**src/design/qdec_defines.svh**
```systemverilog
/*
  Constants of the quadrature decoder: event bit positions, field widths
  and reset values of the counters.
  Assumes it is included by bare name; the guard allows more than one inclusion per compilation unit.
*/
`ifndef QDEC_DEFINES_SVH
`define QDEC_DEFINES_SVH

// Bit positions of the four events in the status and mask vectors.
`define QDEC_EVT_INDEX     0
`define QDEC_EVT_TIMER     1
`define QDEC_EVT_DIRECTION 2
`define QDEC_EVT_PHASE_ERR 3
`define QDEC_EVT_COUNT     4

// Width of the velocity prescale field and of its edge counter.
`define QDEC_PRESCALE_W    3
`define QDEC_PRESC_CNT_W   7
`define QDEC_PRESC_ALL     7'h7f
`define QDEC_PRESC_TOP     3'h7

// Reset values of counters and flags.
`define QDEC_POS_RESET     32'h0000_0000
`define QDEC_VEL_RESET     32'h0000_0000
`define QDEC_TIMER_RESET   32'h0000_0000
`define QDEC_EVT_RESET     4'h0

`endif

```
**src/design/qdec_pkg.sv**
```systemverilog
/*
  Types shared by the quadrature decoder modules.
  Assumes qdec_defines.svh is reachable on the include path.
*/
`include "qdec_defines.svh"

package qdec_pkg;

  // One sample of the three conditioned encoder lines.
  typedef struct packed {
    logic chanA;  // Phase A, or step clock in clock/direction format.
    logic chanB;  // Phase B, or direction level in clock/direction format.
    logic index;  // Index line.
  } qdec_lvl_s;

  // Vector of the four event flags.
  typedef logic [`QDEC_EVT_COUNT-1:0] qdec_evt_t;

  // Signal format of the two channels.
  typedef enum logic {
    QDEC_FMT_QUAD   = 1'b0,
    QDEC_FMT_CLKDIR = 1'b1
  } qdec_fmt_e;

endpackage : qdec_pkg

```
**src/design/qdec_edge_if.sv**
```systemverilog
/*
  Carrier between the input conditioner and the decoder core: the core
  hands down the invert and swap controls and receives the current and
  previous conditioned samples.
  Assumes qdec_pkg is compiled first.
*/
interface qdec_edge_if import qdec_pkg::*; ();

  logic      invertChanA;  // Invert phase A before anything else.
  logic      invertChanB;  // Invert phase B before anything else.
  logic      invertIndex;  // Invert the index line before anything else.
  logic      swapChannels; // Exchange A and B before decoding.
  qdec_lvl_s cur;          // Conditioned sample of this cycle.
  qdec_lvl_s prev;         // Conditioned sample one cycle earlier.

  modport cond (input invertChanA, invertChanB, invertIndex, swapChannels, output cur, prev);
  modport core (output invertChanA, invertChanB, invertIndex, swapChannels, input cur, prev);

endinterface : qdec_edge_if

```
**src/design/qdec_core.sv**
```systemverilog
/*
  Quadrature decoder top: position integrator, direction tracking,
  velocity capture with prescaler and reloading period timer, and four
  event flags with mask and clear.
  Assumes encoder inputs are synchronous or slow and that software holds
  the configuration inputs steady while changing modes.
*/
// Contract
// Follow input transitions up to quarter clock rate.
// Raise index, timer, direction and error events.
// Software enables position before velocity capture.
// Swap option exchanges channels before decoding.
// Format selector picks quadrature or clock/direction.
// Clock step moves position by direction level.
// Edge selector zero counts A, one both.
// A leading counts up, B leading down.
// Same-channel edge pair reports direction change.
// Wrap selector one: index clears position.
// Backward from zero loads the programmed maximum.
// Software programs limit as edges minus one.
// Wrap selector zero: wrap at maximum, ignore index.
// Velocity counts edges with position edge selection.
// Previous period result readable while accumulating.
// Period end copies count, clears, restarts.
// Timer counts down, reloads at zero, signals.
// Prescaler divides velocity edges by power two.
// Each event has raw, mask, masked, clear.
// Format selector one decodes clock and direction.
// Velocity capture runs only while enabled.
// Invert controls act before other processing.
// Freeze counting while halted if stall set.
// Both channels changing together is phase error.
// Inputs pass two synchroniser flip-flops first.
`include "qdec_defines.svh"

module qdec_core
  import qdec_pkg::*;
#(
  parameter int POS_W   = 32, // Width of the position counter.
  parameter int VEL_W   = 32, // Width of velocity accumulator and result.
  parameter int TIMER_W = 32  // Width of the velocity period timer.
) (
  input  wire logic                        sys_clk,
  input  wire logic                        rstn,
  input  wire logic                        encChanA,
  input  wire logic                        encChanB,
  input  wire logic                        indexInput,
  input  wire logic                        positionEnable,
  input  wire logic                        velocityCaptureOn,
  input  wire logic                        swapChannels,
  input  wire logic                        signalFormatSel,
  input  wire logic                        edgeCountSel,
  input  wire logic                        wrapSourceSel,
  input  wire logic [`QDEC_PRESCALE_W-1:0] velocityPrescale,
  input  wire logic                        invertChanA,
  input  wire logic                        invertChanB,
  input  wire logic                        invertIndex,
  input  wire logic                        debugFreezeOn,
  input  wire logic                        cpuHalted,
  input  wire logic [POS_W-1:0]            positionLimit,
  input  wire logic [TIMER_W-1:0]          velocityPeriodReload,
  input  wire logic [`QDEC_EVT_COUNT-1:0]  eventMask,
  input  wire logic [`QDEC_EVT_COUNT-1:0]  eventClear,
  output logic      [POS_W-1:0]            position,
  output logic                             direction,
  output logic      [VEL_W-1:0]            velocityAccumulator,
  output logic      [VEL_W-1:0]            velocityResult,
  output logic      [TIMER_W-1:0]          velocityTimer,
  output logic      [`QDEC_EVT_COUNT-1:0]  rawStatus,
  output logic      [`QDEC_EVT_COUNT-1:0]  maskedStatus,
  output logic                             eventIrq
);

  // Whole state of the decoder core, registered as one word.
  typedef struct packed {
    logic [POS_W-1:0]             position;  // Position counter.
    logic                         direction; // One while moving forward.
    logic [VEL_W-1:0]             velAcc;    // Edges of the running period.
    logic [VEL_W-1:0]             velResult; // Edges of the last full period.
    logic [TIMER_W-1:0]           velTimer;  // Down-counting period timer.
    logic [`QDEC_PRESC_CNT_W-1:0] presc;     // Prescaler edge counter.
    qdec_evt_t                    raw;       // Sticky event flags.
    qdec_evt_t                    masked;    // Flags gated by the mask.
    logic                         irq;       // Any masked flag set.
  } qdec_core_s;

  qdec_core_s st;    // Registered state.
  qdec_core_s next_; // Next state.

  // Decode terms computed each cycle.
  qdec_fmt_e  fmt;        // Selected signal format.
  logic       aEdge;      // Channel A changed this cycle.
  logic       bEdge;      // Channel B changed this cycle.
  logic       idxRise;    // Index line rose this cycle.
  logic       frozen;     // Counting halted for debug.
  logic       phaseErr;   // Illegal gray-code transition seen.
  logic       edgeFwd;    // Direction implied by a quadrature edge.
  logic       step;       // One counted edge or clock step.
  logic       stepFwd;    // Direction of that step.
  logic       dirSample;  // An edge that reveals the direction.
  logic       dirValue;   // The direction it reveals.
  logic       velPass;    // Step that survives the prescaler.
  qdec_evt_t  evt;        // Events raised this cycle.

  // Carrier to the conditioner.
  qdec_edge_if edgeBus ();

  assign edgeBus.invertChanA  = invertChanA;
  assign edgeBus.invertChanB  = invertChanB;
  assign edgeBus.invertIndex  = invertIndex;
  assign edgeBus.swapChannels = swapChannels;

  // Synchroniser, inversion and swap live in the conditioner.
  qdec_input_cond u_cond (
    .sys_clk    (sys_clk),
    .rstn       (rstn),
    .encChanA   (encChanA),
    .encChanB   (encChanB),
    .indexInput (indexInput),
    .edgeBus    (edgeBus)
  );

  // Mask of low prescale-counter bits that must all be one to pass a step.
  function automatic logic [`QDEC_PRESC_CNT_W-1:0] prescMask(
    input logic [`QDEC_PRESCALE_W-1:0] div
  );
    prescMask = `QDEC_PRESC_ALL >> (`QDEC_PRESC_TOP - div);
  endfunction : prescMask

  // Edge, direction and error decode.
  always_comb begin
    fmt     = qdec_fmt_e'(signalFormatSel);
    frozen  = debugFreezeOn & cpuHalted;
    // One-cycle history suffices because inputs toggle at most every fourth clock.
    aEdge   = edgeBus.cur.chanA ^ edgeBus.prev.chanA;
    bEdge   = edgeBus.cur.chanB ^ edgeBus.prev.chanB;
    idxRise = edgeBus.cur.index & ~edgeBus.prev.index;
    // After an A edge, A differs from B when A leads; after a B edge they match.
    edgeFwd = aEdge ? (edgeBus.cur.chanA ^ edgeBus.cur.chanB)
                    : ~(edgeBus.cur.chanA ^ edgeBus.cur.chanB);
    unique case (fmt)
      QDEC_FMT_QUAD: begin
        phaseErr  = aEdge & bEdge;
        // The edge selector only picks which edges move the count.
        step      = (aEdge | (edgeCountSel & bEdge)) & ~phaseErr;
        stepFwd   = edgeFwd;
        // Every legal edge reveals direction, so a same-channel pair flips it.
        dirSample = (aEdge | bEdge) & ~phaseErr;
        dirValue  = edgeFwd;
      end
      QDEC_FMT_CLKDIR: begin
        phaseErr  = 1'b0;
        // A rising clock edge is one step; channel B gives the sense.
        step      = aEdge & edgeBus.cur.chanA;
        stepFwd   = edgeBus.cur.chanB;
        dirSample = step;
        dirValue  = edgeBus.cur.chanB;
      end
    endcase
  end

  // Position, velocity and event next-state logic.
  always_comb begin
    next_   = st;
    evt     = '0;
    velPass = 1'b0;

    // Position integrator, halted while frozen.
    if (positionEnable && !frozen) begin
      if (wrapSourceSel && idxRise) begin
        // Index homes the count; it wins over a step in the same cycle.
        next_.position = POS_W'(`QDEC_POS_RESET);
      end else if (step && stepFwd) begin
        // Wrap at the limit; also catches a limit lowered below the count.
        if (st.position >= positionLimit) begin
          next_.position = POS_W'(`QDEC_POS_RESET);
        end else begin
          next_.position = st.position + POS_W'(1);
        end
      end else if (step) begin
        if (st.position == POS_W'(`QDEC_POS_RESET)) begin
          next_.position = positionLimit;
        end else begin
          next_.position = st.position - POS_W'(1);
        end
      end
      if (dirSample) begin
        next_.direction = dirValue;
        evt[`QDEC_EVT_DIRECTION] = (dirValue != st.direction);
      end
      // The index event is raised in both wrap modes; only the count ignores it.
      evt[`QDEC_EVT_INDEX]     = idxRise;
      evt[`QDEC_EVT_PHASE_ERR] = phaseErr;
    end

    // Velocity capture; it sees no steps unless the integrator runs.
    if (!velocityCaptureOn) begin
      // Idle capture restarts a full period when it is enabled again.
      next_.velAcc   = VEL_W'(`QDEC_VEL_RESET);
      next_.velTimer = velocityPeriodReload;
      next_.presc    = '0;
    end else if (!frozen) begin
      if (step && positionEnable) begin
        // Same step stream as the position integrator.
        next_.presc = st.presc + `QDEC_PRESC_CNT_W'(1);
        velPass     = ((st.presc & prescMask(velocityPrescale))
                       == prescMask(velocityPrescale));
      end
      if (st.velTimer == TIMER_W'(`QDEC_TIMER_RESET)) begin
        // A step in the closing cycle still belongs to the closing period.
        next_.velResult = st.velAcc + VEL_W'(velPass);
        next_.velAcc    = VEL_W'(`QDEC_VEL_RESET);
        next_.velTimer  = velocityPeriodReload;
        evt[`QDEC_EVT_TIMER] = 1'b1;
      end else begin
        next_.velAcc   = st.velAcc + VEL_W'(velPass);
        next_.velTimer = st.velTimer - TIMER_W'(1);
      end
    end

    // Sticky flags: a new event wins over a clear in the same cycle.
    next_.raw    = (st.raw & ~eventClear) | evt;
    next_.masked = next_.raw & eventMask;
    next_.irq    = |next_.masked;
  end

  // State register; everything clears on reset.
  always_ff @(posedge sys_clk or negedge rstn) begin
    if (!rstn) begin
      st <= '0;
    end else begin
      st <= next_;
    end
  end

  // Outputs come straight from the state register.
  assign position            = st.position;
  assign direction           = st.direction;
  assign velocityAccumulator = st.velAcc;
  assign velocityResult      = st.velResult;
  assign velocityTimer       = st.velTimer;
  assign rawStatus           = st.raw;
  assign maskedStatus        = st.masked;
  assign eventIrq            = st.irq;

endmodule : qdec_core

```
**src/design/qdec_input_cond.sv**
```systemverilog
/*
  Input conditioner of the quadrature decoder: two-stage synchroniser,
  inversion, channel swap and a one-cycle history for edge detection.
  Assumes the encoder lines toggle no faster than a quarter of sys_clk.
*/
`include "qdec_defines.svh"

module qdec_input_cond
  import qdec_pkg::*;
(
  input wire logic  sys_clk,
  input wire logic  rstn,
  input wire logic  encChanA,
  input wire logic  encChanB,
  input wire logic  indexInput,
  qdec_edge_if.cond edgeBus
);

  // Whole state of the conditioner.
  typedef struct packed {
    qdec_lvl_s meta;   // First synchroniser stage, read only by the second.
    qdec_lvl_s stable; // Second synchroniser stage.
    qdec_lvl_s cur;    // Inverted and swapped sample.
    qdec_lvl_s prev;   // Previous conditioned sample.
  } qdec_cond_s;

  qdec_cond_s st;    // Registered state.
  qdec_cond_s next_; // Next state.

  // Synchronise, then invert and swap the settled levels.
  always_comb begin
    next_.meta   = '{chanA: encChanA, chanB: encChanB, index: indexInput};
    next_.stable = st.meta;
    // Inversion is applied first so that the swap moves the corrected phases.
    next_.cur.index = st.stable.index ^ edgeBus.invertIndex;
    if (edgeBus.swapChannels) begin
      next_.cur.chanA = st.stable.chanB ^ edgeBus.invertChanB;
      next_.cur.chanB = st.stable.chanA ^ edgeBus.invertChanA;
    end else begin
      next_.cur.chanA = st.stable.chanA ^ edgeBus.invertChanA;
      next_.cur.chanB = st.stable.chanB ^ edgeBus.invertChanB;
    end
    next_.prev = st.cur;
  end

  // State register; all lines rest low after reset.
  always_ff @(posedge sys_clk or negedge rstn) begin
    if (!rstn) begin
      st <= '0;
    end else begin
      st <= next_;
    end
  end

  assign edgeBus.cur  = st.cur;
  assign edgeBus.prev = st.prev;

endmodule : qdec_input_cond

```
**config.mk**
```make
export PLATFORM = sky130hd
export DESIGN_NAME = qdec_core
export DESIGN_NICKNAME = d
export VERILOG_FILES = /design/src/design/qdec_pkg.sv /design/src/design/qdec_edge_if.sv /design/src/design/qdec_core.sv /design/src/design/qdec_input_cond.sv
export VERILOG_INCLUDE_DIRS = /design/src /design/src/design
export SDC_FILE = /design/constraint.sdc
export NUM_CORES = 1
export LEC_CHECK = 0
export ABC_CLOCK_PERIOD_IN_PS = 7500
export CORE_MARGIN = 2
export CORE_UTILIZATION = 35
export CTS_BUF_LIST = sky130_fd_sc_hd__clkbuf_4
export DETAILED_ROUTE_END_ITERATION = 10
export DONT_BUFFER_PORTS = 1
export SYNTH_ARGS = -nofsm -noshare
export SYNTH_HDL_FRONTEND = slang
export SYNTH_HIERARCHICAL = 1
export SYNTH_SLANG_ARGS = --single-unit
export TNS_END_PERCENT = 50
```
**constraint.sdc**
```tcl
create_clock -name sys_clk -period 7.5 [get_ports sys_clk]
set_input_delay 0.375 -clock sys_clk [delete_from_list [all_inputs] [get_ports sys_clk]]
set_output_delay 0.375 -clock sys_clk [all_outputs]
set_load 0.005 [all_outputs]
```
==> metrics list <==
- First-iteration detailed-routing DRC count: ~640
- Area contributors post-synth: sky130_fd_sc_hd__dfrtp_1 35%, sky130_fd_sc_hd__buf_4 9.6%, sky130_fd_sc_hd__ha_1 4.7%
* Wire length of the first global-routing pass: 51.2 mm
- Final count of hold timing violations: 0
- Overall via count from detail_route: about 9.4k
- Entering global routing, the biggest net connects 158 pins.
- Detail Route Antenna Nets: 0
- During placement, the flow inserted port buffers numbering 0.
- Final sum of negative setup slack: 0 ns
- The tightest hold path in the finished design has a slack of 0.0733 ns.
* Max transition margin: about a third
* Final setup violation count: 0
* Worst Setup Start Kind: flop
* Worst supply voltage drop on vdd: about 0.13 mV
* Mapped cell area: about 11000 sq um
- Remaining routing DRC violations: 0
- Register-to-register setup slack: around 3.3 ns
- For this block, the routed nets add up to ~32 mm of wire.
* Total of max-cap violations: 0
- On the final layout, the worst clock skew is about 0.033 ns.
- The worst register-to-register path begins at u_cond/edgeBus.cur[2]$_DFF_PN0_.
- CTS saw ~160 sinks.
- Post-synth EDFFs: 0
- At the end of routability-driven placement, the weighted congestion stood at between 0.8 and 0.9.
- DIE HEIGHT: 183 microns
- Of all flip-flops after synthesis, the portion carrying an async set or reset was 100%.
* RSZ-0062 raised after global routing: false
- Counting instances in the post-synthesis netlist gives the leading cell types as 157 x sky130_fd_sc_hd__dfrtp_1, 143 x sky130_fd_sc_hd__buf_4, 127 x sky130_fd_sc_hd__nand2_1.
* Post-DP HPWL: approximately 22 mm
- Share of the synthesized area in the top cell type: 35.0%
* Synth Net Count: roughly 1.5k
* Part of the cycle the worst path needs: between 50 and 60%
- Area of the die: ~34000 sq um
* Post-CTS setup buffer count: 0
* Main flop type after synthesis: sky130_fd_sc_hd__dfrtp_1
- Total I/O pin count: around 230
* Drt first pass iters: 5
* TritonCTS clock tree: built
- For this design, the CTS-stage hold fixing added between 60 and 70 buffers.
- After clock tree synthesis, the repair step resized 0 gates.
- The placed instances occupy a cell area of roughly 10000 sq um.
- Detailed-route vias per instance: 5.72
- Measured along the x axis, the die boundary spans 183 microns.
* Hold Path Class: in -> reg
* Transition time at the pin with the least slew margin: approximately 1 ns
- Total power per unit cell area: between 200 and 300 nW/um^2
- After routing the design area is 11400 sq um.
* Static Leakage: approximately 4.9 nW
- Once placement completed, the tool counted placed cells totaling between 1.5k and 2k.
- The flow ran to the end, and the final reports show no timing, DRC or antenna violations.
- The critical path ends at velocityAccumulator[30]$_DFFE_PN0P_.
- Initial core utilization: between 30% and 40%
- Summing the sequential cell areas from Yosys gives 35.0% of the chip area.
- Area growth from synthesis to layout: 1.44%
- In the final routed layout, each cell accounts on average for 19.8 microns.
* Clock insertion delay at the later pin of the skew report: 0.62 ns
* Depth of the most critical reg-to-reg path: 13
- Avg Cell Area, Syn: 8.39 sq um
- Clock root cell: sky130_fd_sc_hd__clkbuf_4
- Excluding fillers, the count of instances in the completed layout stands at approximately 1.6k.
- The number of global-route vias before repair was slightly above 9k.
- Final max-slew violation count: 0
* Peak clock frequency supported by timing: 240 MHz
- Total global routing track utilization: 19.4%
* Count of state elements after synthesis: ~160
* Ratio of cells with drive above 1 in the final layout: under 10%
- Most used standard cell by instance count after synthesis: sky130_fd_sc_hd__dfrtp_1
- Remaining Overflow, GRT: 0
* Critical path fanouts, max: 6
- In this run the critical register-to-register path is captured at velocityAccumulator[30]$_DFFE_PN0P_.
- Data arrival time of the critical path: about 4.7 ns
* Maximum buffer depth of the clock tree: 2
- Summed over all instances, the cell type with the most area after synthesis is sky130_fd_sc_hd__dfrtp_1.
* NumNets Final: between 1k and 1.5k
- Distinct cell type count of the synthesized netlist: a little under 80
* Placement Rows: 65
- After clock tree synthesis, the clock-pin slew on the worst setup and hold paths is 0.16 ns.
- For the worst setup path, the data required time is about 8.0 ns.
- Tracing the worst setup path back leads to its startpoint at u_cond/edgeBus.cur[2]$_DFF_PN0_.
- Placeable core region: between 30000 and 40000 sq um
- Final critical delay including setup and external delays: between 4 and 5 ns
- The number of antenna violations at the first check in global routing came to 2.
- Filler cells: ~3.2k
- CTS Buf Count: 17
- The H-tree was split into 4 levels.
- The worst setup path is of the reg -> reg kind.
- After technology mapping, the gate count stands at between 1k and 1.5k.
- Worst setup EP type: flop
* YS warnings: 6
-- power breakdown --
group          leakage (nW)  total, W  internal [W]  switching (W)
Clock                 0.143  0.000532      0.000170       0.000362
Combinational          2.66   0.00109      0.000449       0.000640
Sequential             2.09   0.00124      0.000947       0.000296
-- worst max-delay path: stages (launching register included) --
cell	delay, ns
sky130_fd_sc_hd__dfrtp_1	0.44
sky130_fd_sc_hd__ha_1	0.35
sky130_fd_sc_hd__and3b_1	0.19
sky130_fd_sc_hd__mux2i_1	0.17
sky130_fd_sc_hd__a21oi_1	0.28
sky130_fd_sc_hd__ha_1	0.28
sky130_fd_sc_hd__ha_1	0.28
sky130_fd_sc_hd__nand4_1	0.20
sky130_fd_sc_hd__nor4_1	0.74
sky130_fd_sc_hd__and2_0	0.43
sky130_fd_sc_hd__and3_1	0.29
sky130_fd_sc_hd__nand3_1	0.11
sky130_fd_sc_hd__xor2_1	0.18
sky130_fd_sc_hd__o21ai_0	0.11
-- worst min-delay path by stage --
stage,from,end,depth (start not counted)
2_1_floorplan,rstn,direction$_DFFE_PN0P_,0
3_3_place_gp,rstn,velocityAccumulator[27]$_DFFE_PN0P_,0
3_5_place_dp,rstn,velocityAccumulator[27]$_DFFE_PN0P_,0
4_1_cts,positionLimit[2],position[2]$_DFFE_PN0P_,4
5_1_grt,positionEnable,direction$_DFFE_PN0P_,2
6_report,positionLimit[2],position[2]$_DFFE_PN0P_,4
-- per-layer routing --
| layer | up-vias | part of all wire, % | GRT usage [%] |
|---|---|---|---|
| met1 | 4575 | 41 | 23.8 |
| met2 | 361 | 48 | 32.3 |
| met4 | 0 | 2.1 | 6.46 |
| met5 | - | 0 | 0 |
| li1 | 4395 | - | - |
| met3 | 52 | 8.3 | 6.10 |
-- state kept, by name, summed over array words and instances, names as in the netlist --
signal               count
position                32
velocityAccumulator     32
velocityResult          32
velocityTimer           32
st                       7
maskedStatus             4
rawStatus                4
u_cond/edgeBus.cur       3
u_cond/edgeBus.prev      3
u_cond/next_             3
u_cond/st                3
direction                1
eventIrq                 1
-- cell type report --
cell class | count | area (sq um) | share of cell area [%]
flip-flops and latches | 157 | 3930 | 34.5
clock inverters | 14 | 135 | 1.19
inverters | 61 | 229 | 2.01
diodes | 3 | 7.51 | 0.0659
well taps | 402 | 503 | 4.41
repair buffers | 78 | 773 | 6.78
multi-input cells | 907 | 5690 | 50.0
clock buffers | 17 | 128 | 1.12
-- logic make-up (layout without fill, tap and decap cells) --
group / after synthesis / in the layout / share of synthesized area (%)
buf+inv: 275 / 170 / 14.5
other cells: 0 / 3 / 0
flops: 157 / 157 / 35.0
mux: 9 / 9 / 0.857
simple gates: 470 / 470 / 20.9
compound gates: 317 / 317 / 18.8
xor+xnor: 69 / 69 / 5.38
fa+ha+maj: 42 / 42 / 4.68
-- cell usage in the layout, fill, tap and decap left out, types with 23 or more instances in the layout --
cell	netlist	final
sky130_fd_sc_hd__dlygate4sd3_1	0	67
sky130_fd_sc_hd__inv_1	61	61
sky130_fd_sc_hd__xor2_1	23	23
sky130_fd_sc_hd__dfrtp_1	157	157
sky130_fd_sc_hd__nand3_1	43	43
sky130_fd_sc_hd__xnor2_1	46	46
sky130_fd_sc_hd__ha_1	42	42
sky130_fd_sc_hd__nand4_1	23	23
sky130_fd_sc_hd__o21ai_0	85	85
sky130_fd_sc_hd__nor3_1	39	39
sky130_fd_sc_hd__nand2_1	127	127
sky130_fd_sc_hd__nor4_1	29	29
sky130_fd_sc_hd__and3_1	24	24
sky130_fd_sc_hd__a21oi_1	70	70
sky130_fd_sc_hd__nor2_1	107	106
-- per-stage QoR --
| step | util [%] | setup slack [ns] | total power, W |
|---|---|---|---|
| final | 36.1 | 3.33 | 0.00286 |
| after global routing | 36.1 | 2.85 | 0.00308 |
| after global placement | 33.0 | 3.39 | 0.00226 |
| after CTS | 36.1 | 3.28 | 0.00288 |
| after detailed placement | 33.0 | 3.27 | 0.00228 |
| after floorplan | - | 4.05 | 0.00216 |
Note: power is estimated with default switching activity, not from simulation.
